`config.mk`:
```
export PLATFORM = sky130hd
export DESIGN_NAME = ugmpa_core
export DESIGN_NICKNAME = d
export VERILOG_FILES = /design/src/ugmpa_pkg.sv /design/src/ugmpa_core.sv /design/src/ugmpa_color.sv
export SDC_FILE = /design/constraint.sdc
export NUM_CORES = 1
export LEC_CHECK = 0
export CORE_ASPECT_RATIO = 0.9
export CORE_UTILIZATION = 25
export CTS_CLUSTER_DIAMETER = 30
export CTS_CLUSTER_SIZE = 30
export DETAILED_ROUTE_END_ITERATION = 7
export DONT_BUFFER_PORTS = 1
export GPL_TIMING_DRIVEN = 0
export MAX_ROUTING_LAYER = met4
export PLACE_DENSITY = 0.37
export SETUP_SLACK_MARGIN = 0.3
export SKIP_LAST_GASP = 1
export SLEW_MARGIN = 40
export SYNTH_ARGS = -nofsm -noshare
export SYNTH_HDL_FRONTEND = slang
export SYNTH_SLANG_ARGS = --single-unit
```
`constraint.sdc`:
```
create_clock -name clk -period 8.79 [get_ports clk]
set_input_delay 0.879 -clock clk [delete_from_list [all_inputs] [get_ports clk]]
set_output_delay 0.879 -clock clk [all_outputs]
set_load 0.03 [all_outputs]
```
`src/ugmpa_pkg.sv`:
```
// Shared constants and carriers for the graphics memory pixel addressing block.
// Assumes a single clock domain and an external word-wide graphics memory.
package ugmpa_pkg;

  // ==========================================================================
  // Address layout
  localparam int ADDR_W = 23;             // Byte address bits A22..A0
  localparam int X_W = 10;                // Up to 1024 pixels per row
  localparam int Y_W = 14;                // Enough rows to fill the address space
  localparam int Y_LOW_W = 4;             // Y lower field inside one memory unit
  localparam int X_LOW8_W = 5;            // X lower field, 8 bits per pixel
  localparam int X_LOW16_W = 4;           // X lower field, 16 bits per pixel
  localparam int UNIT_BYTES = 512;        // One memory unit
  localparam logic [ADDR_W-1:0] ORIGIN_ADDR = 23'h00_0000;

  // ==========================================================================
  // Colour constants
  localparam logic [15:0] TRANSP_DIRECT = 16'h0000;
  localparam logic [31:0] TRANSP_INTERNAL = 32'h0000_0000;
  localparam int DISP_W = 18;             // Internal display colour word
  localparam logic [7:0] CHROMA_BIAS = 8'h80;

  // ==========================================================================
  // Reset values
  localparam logic [DISP_W-1:0] DISP_RESET = 18'h0_0000;
  localparam logic [ADDR_W-2:0] MEM_ADDR_RESET = 22'h00_0000;

  typedef enum logic [1:0] {
    PIX_DIRECT16 = 2'h0,
    PIX_PALETTE8 = 2'h1,
    PIX_YCBCR = 2'h2
  } ugmpa_pix_mode_t;

  typedef enum logic [1:0] {
    ST_IDLE = 2'b01,
    ST_WAIT_READ = 2'b10
  } ugmpa_state_t;

  // One pixel access request
  typedef struct packed {
    logic isWrite;                        // 1 write pixel, 0 fetch pixel
    logic linear;                         // Area uses plain byte addresses
    logic pix16;                          // 16 bits per pixel, else 8
    logic memoryWidthSelect;              // 0: 512-pixel rows, 1: 1024
    logic overlay;                        // Foreground or cursor layer
    ugmpa_pix_mode_t pixMode;             // How fetched data is coloured
    logic [X_W-1:0] x;
    logic [Y_W-1:0] y;
    logic [ADDR_W-1:0] linearAddr;        // Used when linear is set
    logic [15:0] writePixel;
  } ugmpa_req_t;

  // Result of colouring one fetched pixel
  typedef struct packed {
    logic transparent;
    logic [DISP_W-1:0] color;
  } ugmpa_color_t;

endpackage

```
`src/ugmpa_core.sv`:
```
// Pixel addressing, packing and fetch for the unified graphics memory.
// Assumes one outstanding read and a memory that raises readDataStrobe with data.
`timescale 1ns/10ps
module ugmpa_core #(
  parameter int MEM_DATA_W = 32              // 16 or 32
) (
  input wire logic clk,                       // 200 MHz clock
  input wire logic reset_n,                   // Synchronous reset, active low
  input wire logic reqValid,                  // Access request offered
  input wire ugmpa_pkg::ugmpa_req_t req,      // Access request
  input wire logic [31:0] paletteColor,       // Palette entry of fetched index
  input wire logic [MEM_DATA_W-1:0] memoryDataLinesIn, // Data pins, input side
  input wire logic readDataStrobe,            // Memory read data present, pin
  output logic busy,                          // Request not taken while high
  output logic [ugmpa_pkg::ADDR_W-2:0] memAddress, // A22..A1
  output logic memReadStrobe,                 // One-cycle read command
  output logic memWriteStrobe,                // One-cycle write command
  output logic upperByteMask0,                // Lane 1 masked when high
  output logic lowerByteMask0,                // Lane 0 masked when high
  output logic upperByteMask1,                // Lane 3 masked when high
  output logic lowerByteMask1,                // Lane 2 masked when high
  output logic [MEM_DATA_W-1:0] memoryDataLinesOut, // Data pins, output side
  output logic memoryDataLinesOe,             // Drives data pins when high
  output logic displayValid,                  // One-cycle display colour ready
  output logic [ugmpa_pkg::DISP_W-1:0] internalDisplayColorWord, // Colour
  output logic pixelTransparent               // Lower layer shows through
);

  localparam int LANES = MEM_DATA_W / 8;
  localparam int LANE_W = (LANES > 2) ? 2 : 1;

  // ==========================================================================
  // Coordinate mapping
  function automatic logic [ugmpa_pkg::ADDR_W-1:0] mapAddr(input ugmpa_pkg::ugmpa_req_t r);
    logic [ugmpa_pkg::Y_LOW_W-1:0] yLow;
    yLow = r.y[ugmpa_pkg::Y_LOW_W-1:0];
    if (r.linear) begin
      return r.linearAddr;
    end
    // Low nine bits always stay inside one 512-byte unit
    unique case ({r.pix16, r.memoryWidthSelect})
      2'b00: return {r.y[13:4], r.x[8:5], yLow, r.x[ugmpa_pkg::X_LOW8_W-1:0]};
      2'b01: return {r.y[12:4], r.x[9:5], yLow, r.x[ugmpa_pkg::X_LOW8_W-1:0]};
      2'b10: return {r.y[12:4], r.x[8:4], yLow, r.x[ugmpa_pkg::X_LOW16_W-1:0], 1'b0};
      2'b11: return {r.y[11:4], r.x[9:4], yLow, r.x[ugmpa_pkg::X_LOW16_W-1:0], 1'b0};
      default: return ugmpa_pkg::ORIGIN_ADDR;
    endcase
  endfunction

  // Lane number of a byte address on this bus width
  function automatic logic [1:0] laneOf(input logic [ugmpa_pkg::ADDR_W-1:0] a);
    if (LANES > 2) begin
      return a[1:0];
    end
    return {1'b0, a[0]};
  endfunction

  // Byte masks: high masks a lane; on writes A0 and A1 decide which, reads open all lanes
  function automatic logic [3:0] maskOf(input logic [ugmpa_pkg::ADDR_W-1:0] a,
                                        input logic pix16, input logic isWrite);
    logic [3:0] en;
    logic [1:0] lane;
    lane = laneOf(a);
    en = 4'h0;
    if (!isWrite) begin
      en = 4'hf;
    end else if (pix16) begin
      en[{lane[1], 1'b0}] = 1'b1;
      en[{lane[1], 1'b1}] = 1'b1;
    end else begin
      en[lane] = 1'b1;
    end
    if (LANES <= 2) begin
      en[3:2] = en[1:0]; // 16-bit bus: upper pair mirrors lower
    end
    return ~en;
  endfunction

  // ==========================================================================
  // Pin input synchronisers
  logic [MEM_DATA_W-1:0] dataSync1;
  logic [MEM_DATA_W-1:0] dataSync2;
  logic strobeSync1;
  logic strobeSync2;
  logic strobeSeen;

  always_ff @(posedge clk) begin
    if (!reset_n) begin
      dataSync1 <= '0;
      dataSync2 <= '0;
      strobeSync1 <= 1'b0;
      strobeSync2 <= 1'b0;
      strobeSeen <= 1'b0;
    end else begin
      dataSync1 <= memoryDataLinesIn;
      dataSync2 <= dataSync1;
      strobeSync1 <= readDataStrobe;
      strobeSync2 <= strobeSync1;
      strobeSeen <= strobeSync2;
    end
  end

  // ==========================================================================
  // Access sequencing
  ugmpa_pkg::ugmpa_state_t state;
  logic take;
  logic readDone;
  logic [ugmpa_pkg::ADDR_W-1:0] byteAddr;

  assign take = reqValid && state == ugmpa_pkg::ST_IDLE;
  // Rising edge only: a strobe still held from the last read must not end the next
  assign readDone = state == ugmpa_pkg::ST_WAIT_READ && strobeSync2 && !strobeSeen;
  assign byteAddr = mapAddr(req);

  always_ff @(posedge clk) begin
    if (!reset_n) begin
      state <= ugmpa_pkg::ST_IDLE;
    end else begin
      unique case (state)
        ugmpa_pkg::ST_IDLE: begin
          if (take && !req.isWrite) begin
            state <= ugmpa_pkg::ST_WAIT_READ;
          end
        end
        ugmpa_pkg::ST_WAIT_READ: begin
          if (readDone) begin
            state <= ugmpa_pkg::ST_IDLE;
          end
        end
        default: state <= ugmpa_pkg::ST_IDLE;
      endcase
    end
  end

  // Busy is held through the read so a second fetch cannot lose its lane
  always_ff @(posedge clk) begin
    if (!reset_n) begin
      busy <= 1'b0;
    end else begin
      busy <= (take && !req.isWrite) || (state == ugmpa_pkg::ST_WAIT_READ && !readDone);
    end
  end

  // ==========================================================================
  // Memory command, address and masks
  logic [3:0] masks;

  always_ff @(posedge clk) begin
    if (!reset_n) begin
      memAddress <= ugmpa_pkg::MEM_ADDR_RESET;
      memReadStrobe <= 1'b0;
      memWriteStrobe <= 1'b0;
      masks <= 4'hf;
    end else begin
      memReadStrobe <= take && !req.isWrite;
      memWriteStrobe <= take && req.isWrite;
      if (take) begin
        memAddress <= byteAddr[ugmpa_pkg::ADDR_W-1:1];
        masks <= maskOf(byteAddr, req.pix16, req.isWrite);
      end
    end
  end

  assign lowerByteMask0 = masks[0];
  assign upperByteMask0 = masks[1];
  assign lowerByteMask1 = masks[2];
  assign upperByteMask1 = masks[3];

  // ==========================================================================
  // Write data packing
  // Pixel is copied to every lane or lane pair; the masks keep only the addressed one
  always_ff @(posedge clk) begin
    if (!reset_n) begin
      memoryDataLinesOut <= '0;
      memoryDataLinesOe <= 1'b0;
    end else begin
      memoryDataLinesOe <= take && req.isWrite;
      if (take && req.isWrite) begin
        if (req.pix16) begin
          memoryDataLinesOut <= {(MEM_DATA_W / 16){req.writePixel}};
        end else begin
          memoryDataLinesOut <= {LANES{req.writePixel[7:0]}};
        end
      end
    end
  end

  // ==========================================================================
  // Read data extraction
  logic [1:0] heldLane;
  logic heldPix16;
  logic heldOdd;
  ugmpa_pkg::ugmpa_pix_mode_t heldMode;
  logic heldOverlay;
  logic [15:0] fetched;
  ugmpa_pkg::ugmpa_color_t colorOut;

  always_ff @(posedge clk) begin
    if (!reset_n) begin
      heldLane <= 2'h0;
      heldPix16 <= 1'b0;
      heldOdd <= 1'b0;
      heldMode <= ugmpa_pkg::PIX_DIRECT16;
      heldOverlay <= 1'b0;
    end else if (take && !req.isWrite) begin
      heldLane <= laneOf(byteAddr);
      heldPix16 <= req.pix16;
      heldOdd <= req.x[0];
      heldMode <= req.pixMode;
      heldOverlay <= req.overlay;
    end
  end

  // Lower lanes hold lower pixel numbers, i.e. pixels further left
  always_comb begin
    logic [31:0] wide;
    wide = 32'(dataSync2);
    fetched = 16'(wide >> {heldLane, 3'b000});
    if (!heldPix16) begin
      fetched[15:8] = 8'h00;
    end
  end

  ugmpa_color colorer (
    .clk(clk),
    .reset_n(reset_n),
    .pixelValid(readDone),
    .pixel(fetched),
    .pixelOdd(heldOdd),
    .pixMode(heldMode),
    .overlay(heldOverlay),
    .paletteColor(paletteColor),
    .result(colorOut)
  );

  // ==========================================================================
  // Display colour output
  always_ff @(posedge clk) begin
    if (!reset_n) begin
      displayValid <= 1'b0;
      internalDisplayColorWord <= ugmpa_pkg::DISP_RESET;
      pixelTransparent <= 1'b0;
    end else begin
      displayValid <= readDone;
      if (readDone) begin
        internalDisplayColorWord <= colorOut.color;
        pixelTransparent <= colorOut.transparent;
      end
    end
  end

  // Coordinates beyond the row width wrap into the field widths

endmodule

```
`src/ugmpa_color.sv`:
```
// Turns one fetched pixel into the internal display colour word.
// Assumes the palette lookup is done outside and offered on the same cycle.
`timescale 1ns/10ps
module ugmpa_color (
  input wire logic clk,                       // 200 MHz clock
  input wire logic reset_n,                   // Synchronous reset, active low
  input wire logic pixelValid,                // A pixel is offered this cycle
  input wire logic [15:0] pixel,              // Fetched pixel, low byte first
  input wire logic pixelOdd,                  // Pixel sits at an odd X
  input wire ugmpa_pkg::ugmpa_pix_mode_t pixMode, // Pixel format
  input wire logic overlay,                   // Foreground or cursor layer
  input wire logic [31:0] paletteColor,       // Palette entry for 8-bit index
  output ugmpa_pkg::ugmpa_color_t result      // Combinational colour result
);

  logic [7:0] heldCb;
  logic [7:0] heldCr;

  // ==========================================================================
  // Chroma sharing
  // Even pixels carry Cb, odd carry Cr; each pair shares both
  always_ff @(posedge clk) begin
    if (!reset_n) begin
      heldCb <= 8'h00;
      heldCr <= 8'h00;
    end else if (pixelValid && pixMode == ugmpa_pkg::PIX_YCBCR) begin
      if (pixelOdd) begin
        heldCr <= pixel[15:8];
      end else begin
        heldCb <= pixel[15:8];
      end
    end
  end

  function automatic logic [5:0] clamp6(input logic signed [11:0] v);
    if (v < 0) begin
      return 6'h00;
    end else if (v > 255) begin
      return 6'h3f;
    end else begin
      return v[7:2];
    end
  endfunction

  // ==========================================================================
  // Colour conversion
  logic [7:0] lum;
  logic signed [9:0] cb;
  logic signed [9:0] cr;
  logic signed [19:0] rOff;
  logic signed [19:0] gOff;
  logic signed [19:0] bOff;

  always_comb begin
    lum = pixel[7:0];
    // Use the fresh chroma byte for its own half of the pair
    cb = pixelOdd ? $signed({2'b00, heldCb}) : $signed({2'b00, pixel[15:8]});
    cr = pixelOdd ? $signed({2'b00, pixel[15:8]}) : $signed({2'b00, heldCr});
    cb = cb - $signed({2'b00, ugmpa_pkg::CHROMA_BIAS});
    cr = cr - $signed({2'b00, ugmpa_pkg::CHROMA_BIAS});
    rOff = (20'sd359 * 20'(cr)) >>> 8;
    gOff = (20'sd88 * 20'(cb) + 20'sd183 * 20'(cr)) >>> 8;
    bOff = (20'sd454 * 20'(cb)) >>> 8;
    result.transparent = 1'b0;
    result.color = ugmpa_pkg::DISP_RESET;
    unique case (pixMode)
      ugmpa_pkg::PIX_DIRECT16: begin
        // 5:6:5 widened to 6:6:6 by repeating the top bit
        result.color = {pixel[15:11], pixel[15], pixel[10:5], pixel[4:0], pixel[4]};
        result.transparent = overlay && pixel == ugmpa_pkg::TRANSP_DIRECT;
      end
      ugmpa_pkg::PIX_PALETTE8: begin
        result.color = {paletteColor[23:18], paletteColor[15:10], paletteColor[7:2]};
        // A zero entry is see-through wherever it is used
        result.transparent = paletteColor == ugmpa_pkg::TRANSP_INTERNAL;
      end
      ugmpa_pkg::PIX_YCBCR: begin
        result.color = {clamp6(12'(rOff) + 12'(lum)), clamp6(12'(lum) - 12'(gOff)),
                        clamp6(12'(bOff) + 12'(lum))};
        result.transparent = overlay
          && {8'h00, lum, pixel[15:8], 8'h00} == ugmpa_pkg::TRANSP_INTERNAL;
      end
      default: begin
        result.color = ugmpa_pkg::DISP_RESET;
        result.transparent = 1'b0;
      end
    endcase
  end

endmodule

```
## Yosys cells after proc, flatten, opt, wreduce, memory -nomap -nowiden

Cells that the tools add are included.

| operators by class | value |
|---|---|
| add/sub/neg operators | 6 |
| multipliers | 4 |
| magnitude comparators | 12 |
| equality and inequality tests | 9 |
| shift operators | 1 |
| mux-type cells | 36 |
| bitwise operators | 3 |
| reduce and logical (&&, ||, !) cells | 24 |

Operators by type and width:

| kind | number |
|---|---|
| $pmux W23 S4 | 1 |
| $pmux W19 S3 | 1 |
| $mux W23 | 2 |
| $mul A9 B10 Y19 const A | 2 |
| $gt A12 B9 Y1 const B | 3 |
| $lt A12 B1 Y1 const B | 3 |
| $mux W6 | 6 |
| $logic_not A16 Y1 | 2 |
| $logic_not A32 Y1 | 1 |
| $mux W32 | 1 |
| $shr A32 B5 Y16 | 1 |
| $add A12 B8 Y12 | 2 |
| $mux W8 | 3 |
| $add A20 B20 Y20 | 1 |
| $mul A10 B10 Y20 const A | 1 |
| $sub A8 B8 Y9 const B | 2 |
| $mux W4 | 4 |
| $mul A5 B10 Y15 const A | 1 |
| $logic_and A1 B1 Y1 | 12 |
| $mux W2 | 6 |
| $sub A8 B12 Y12 | 1 |
| $lt A2 B3 Y1 const B | 3 |
| $eq A2 B2 Y1 const B | 4 |
| $mux W1 | 8 |
| other kinds (13) | 24 |

| word-level totals | value |
|---|---|
| register bits | 173 |
| input port bits | 138 |
| output and inout bits | 82 |
| logic and storage cells | 117 |

## Depth between registers and ports, before layout

| logic depth | value |
|---|---|
| depth in word-level cells | 17 |
| gate-level depth with buffers | 42 |
| gate-level depth less buffers | 40 |

## Modules after synthesis

Synthesis repeated with hierarchy kept, for this count alone.

| second synthesis, totals | value |
|---|---|
| cell total of the unflattened synthesis | 1444 |
| area, all modules | 13067.5 µm² |

Modules (own cells, without submodules):

| module | times used | cells each | area each (µm²) | seq. area each (µm²) |
|---|---|---|---|---|
| ugmpa_color | 1 | 892 | 7591.0 | 320.3 |
| ugmpa_core | 1 | 552 | 5476.5 | 2822.7 |

## Worst setup path after synthesis

OpenSTA, ideal clock, no wires.

| path | value |
|---|---|
| path kind | reg-to-reg |
| from | register heldLane[1] |
| to | register internalDisplayColorWord[10] in the netlist's numbering |
| setup time | 80 ps |
| arrival | 8085 ps |
| required time | 8710 ps |
| slack | 625 ps |
| stages on the path, launching flop included | 39 |
| buffers on the path | 2 |
| clock period less this slack | 8165 ps |
| cell sequence | dfxtp_1 buf_6 buf_2 mux2i_1 nor2_1 a21oi_1 nor2b_1 mux2i_1 inv_1 fa_1 inv_1 fa_1 inv_1 ha_1 inv_1 fa_1 inv_1 ha_1 [3 not listed] a211oi_1 a21oi_1 a21oi_1 nor2b_1 nor2_1 nor2b_1 o21a_1 or2_2 ha_1 a21oi_1 o21bai_1 a21oi_1 o21ai_0 nor2_1 o31a_1 a311oi_4 nor4_1 nor3b_1 |

| on the way | value |
|---|---|
| cells in the longest elaborated chain, start to end | 11 |
| elaborated cells on any way between the ends | 15 |
| classes of those cells | 4 x add/sub; 2 x mul; 2 x order compare; 1 x shift; 6 x mux |

RTL lines:

| element | line | text |
|---|---|---|
| start: declaration | ugmpa_core.sv:190 | `logic [1:0] heldLane;` |
| start signal: assignment | ugmpa_core.sv:206 | `heldLane <= laneOf(byteAddr);` |
| $shr A32 B5 Y16 * | ugmpa_core.sv:218 | `fetched = 16'(wide >> {heldLane, 3'b000});` |
| $mux W8 | ugmpa_core.sv:219 | `if (!heldPix16) begin` |
| $mux W8 (on tied branches) | ugmpa_color.sv:57, ugmpa_color.sv:58 |  |
| $sub A8 B8 Y9 (on tied branches) | ugmpa_color.sv:59, ugmpa_color.sv:60 |  |
| $mul A5 B10 Y15 / $mul A9 B10 Y19 (equally long branches) | ugmpa_color.sv:62 | `gOff = (20'sd88 * 20'(cb) + 20'sd183 * 20'(cr)) >>> 8;` |
| $add A20 B20 Y20 | ugmpa_color.sv:62 |  |
| $sub A8 B12 Y12 | ugmpa_color.sv:78 | `result.color = {clamp6(12'(rOff) + 12'(lum)), clamp6(12'(lum) - 12'(gOff)),` |
| $gt A12 B9 Y1 | ugmpa_color.sv:38 | `end else if (v > 255) begin` |
| $mux W6 | ugmpa_color.sv:38 |  |
| $mux W6 | ugmpa_color.sv:36 | `if (v < 0) begin` |
| $pmux W19 S3 * | ugmpa_color.sv:66 | `unique case (pixMode)` |
| end signal: assignment | ugmpa_core.sv:241 | `internalDisplayColorWord <= ugmpa_pkg::DISP_RESET;` |
| end signal: assignment | ugmpa_core.sv:246 | `internalDisplayColorWord <= colorOut.color;` |
| end: declaration | ugmpa_core.sv:25 | `output logic [ugmpa_pkg::DISP_W-1:0] internalDisplayColorWord,` |

Mark *: on every way between the ends. The rest lies on a longest branch, timed or not.
A chain may end at the register's enable or synchronous reset.

## Worst setup path in the final report

| path | value |
|---|---|
| from | register heldLane[1] |
| to | register internalDisplayColorWord[9] in the netlist's numbering |

Same word-level chain as after synthesis.

==> impl_results.md <==
* 1st-pass router iterations at 5
* Peak VDD IR at 0.1693 mV
* N_diodes at 0
* CP Capture Type: flip-flop
* Crit start category: flip-flop
* Initial antenna violation count at 3
* Drt wl/cell at 18.32 um
* Final Hold Fails at 0
* Most frequent cell after synthesis: ha_1
* Remaining DRCs at 0
* Sum Neg Setup Slack at 0 ps
* Area leader, netlist: dfxtp_1
* RSZ-0062 raised after global routing: false
* Dpl cell area at 14,060 um^2
* Cells after Synth at 1,551
* Reg clk slew, reported paths at 80 ps
* MaxCap Viol Count at 0
* Ys async rst share at 0%
* Syn-to-layout area delta at 17.91%
* CP Class: flip-flop to flip-flop
* H-tree Lvls at 4
* Number of I/O port buffers at 0
* Post-synth EDFFs at 0
* Share of post-route cells with drive strength above 1 at 13.32%
* Unique cell type count in the Yosys netlist at 64
* Die X at 243.4 um
* Clock buffer depth at 2
* Hold Crit Class: flip-flop to flip-flop
* Die area at 53,380 um^2
* Worst EP required at 9130 ps
* Total CTS buffers at 17
* P_leak at 6.863 nW
* Number of hold buffers added after cts at 0
* NumNets Final at 1,986
* Top area cells in the synthesized netlist: dfxtp_1, ha_1, fa_1, mux2i_1, inv_1
* Synthesis Warnings at 0
* Detailed Route WL at 42,450 um
* F_max at 0.1247 GHz
* Initial Utilization at 25.32%
* Global-route wire length before repair at 63,890 um
* Slew headroom at 41.54%
* CTS tree: yes
* # IOs at 220
* Latest clock arrival within the worst-skew pair at 450 ps
* Main synth FF type: dfxtp_1
* Register area share after synthesis at 23.96%
* Sink Count at 157
* ANT nets after route at 0
* Detailed Place HPWL at 34,850 um
* Yosys reg bits at 157
* GPL Wtd Cong at 0.8488
* Final slew viol count at 0
* Delay of the slowest critical-path stage at 520 ps
* Clk_skew at 17.31 ps
* Post-synth top cells: ha_1, inv_1, dfxtp_1, nand2_1, a21oi_1
* Post-DR vias/cell at 4.584
* Crit Path Max Fanout at 6
* Post-Syn Area at 13,120 um^2
* CP arrival at 8360 ps
* Final setup violation count at 0
* Yosys top cell area share at 23.96%
* Tightest Pin Transition at 876.9 ps
* Routed via count at 10,620
* Power per cell area at 127.4 nW/um^2
* Post-Syn Nets at 1,921
* CTS root buf: clkbuf_16
* Gr usage total at 16.42%
* Initial DRC Count at 639
* Syn avg cell area at 8.456 um^2
* Row cnt at 79
* Vias in the first global route at 10,400
* Tcrit/Tclk final at 91.26%
* Largest net degree at the start of global routing at 17
* Outcome: finished, final reports clean
* GRT overflow at 0
* Post-layout min period at 8022 ps
* Core Region at 51,790 um^2
* Die Y at 219.3 um
* Final Cell Area at 15,460 um^2
* Max stage delay cell, worst path: fa_1
==> report_power, final <==
| group | switching, W | internal (W) | total (W) | leakage (nW) |
|---|---|---|---|---|
| clock network | 0.000347 | 0.000440 | 0.000787 | 0.299 |
| logic | 0.000228 | 0.000161 | 0.000389 | 5.27 |
| registers | 0.0000508 | 0.000743 | 0.000794 | 1.29 |
| total | 0.000626 | 0.00134 | 0.00197 | 6.86 |
==> kinds of logic after synthesis <==
group,after synthesis,synth area share [%]
AOI/OAI and AO/OA,310,14.43
xor gates and xnor gates,72,4.808
adders and majority gates,232,25.57
buffers and inverters,247,7.661
DFF,157,23.96
muxes,81,6.325
and+or+nand+nor,452,17.24
==> area by class of cell <==
cell class / instances / area (um^2)
inverters: 171 / 651.9
clock inverters: 13 / 167.7
clock buffers: 19 / 442.9
repair buffers: 46 / 344.1
well taps: 688 / 860.8
fillers: 5589 / 36330
multi-input cells: 1147 / 9465
flip-flops and latches: 157 / 3146
plain buffers: 76 / 385.4
==> layout by cell type, fill, tap and decap left out, drive strengths merged, types with 28 or more instances in the layout <==
cell type	count
inv	179
ha	172
dfxtp	157
nand2	135
a21oi	125
nor2	103
and2	79
o21ai	78
buf	74
mux2i	69
clkbuf	67
fa	60
xnor2	56
nor2b	28
==> per-stage QoR <==
| step | power, W | util, % | cells | hold WS [ps] | worst slack [ps] |
|---|---|---|---|---|---|
| 2_1_floorplan | 0.001058 | - | 1551 | 411.9 | 625.0 |
| 3_3_place_gp | 0.001152 | 26.98 | 2239 | 419.7 | -1354 |
| 3_5_place_dp | 0.001157 | 27.14 | 2243 | 418.4 | -1181 |
| 4_1_cts | 0.001975 | 29.02 | 2290 | 434.9 | 315.6 |
| 5_1_grt | 0.002072 | 29.86 | 2317 | 443.3 | 307.7 |
| 6_report | 0.001970 | 29.86 | 2317 | 432.9 | 768.5 |
==> per-layer routing <==
layer / up-vias / GRT usage (%) / routed length [um]
li1: 5342 / - / -
met1: 5060 / 22.60 / 21230
met2: 193 / 24.98 / 18720
met3: 25 / 3.412 / 2100
met4: 0 / 2.537 / 393
met5: - / - / 0
==> repair_timing <==
action | CTS | global route
buffers inserted | 15 | 27
pin swaps | 12 | 30
endpoints found under the setup margin | 12 | 12
resized for setup | 56 | 52
==> state kept, by name, indices dropped and copies added (netlist names), 2 cells and up <==
register                  flops
dataSync2                    32
internalDisplayColorWord     18
masks                         4
memAddress                   22
colorer.heldCb                8
heldMode                      2
colorer.heldCr                8
heldLane                      2
memoryDataLinesOut           16
state                         2
dataSync1                    32
==> final timing paths <==
kind,start,to,slack (ps),cells after the start
worst max-delay path,heldLane[1],internalDisplayColorWord[9],770,37
worst min-delay path,dataSync1[11],dataSync2[11],430,1
worst max register to register,heldLane[1],internalDisplayColorWord[9],770,37
worst min register to register,dataSync1[11],dataSync2[11],430,1
==> critical path, delay by kind of cell, from the launching register on <==
kind                       cells  cell delay [ps]
adders and majority gates      7             2290
AOI/OAI and AO/OA             13             2060
and+or+nand+nor                8             1620
buffers and inverters          5              750
muxes                          3              690
DFF                            1              320
xor gates and xnor gates       1              160
Power figures use the tool's default switching activity.
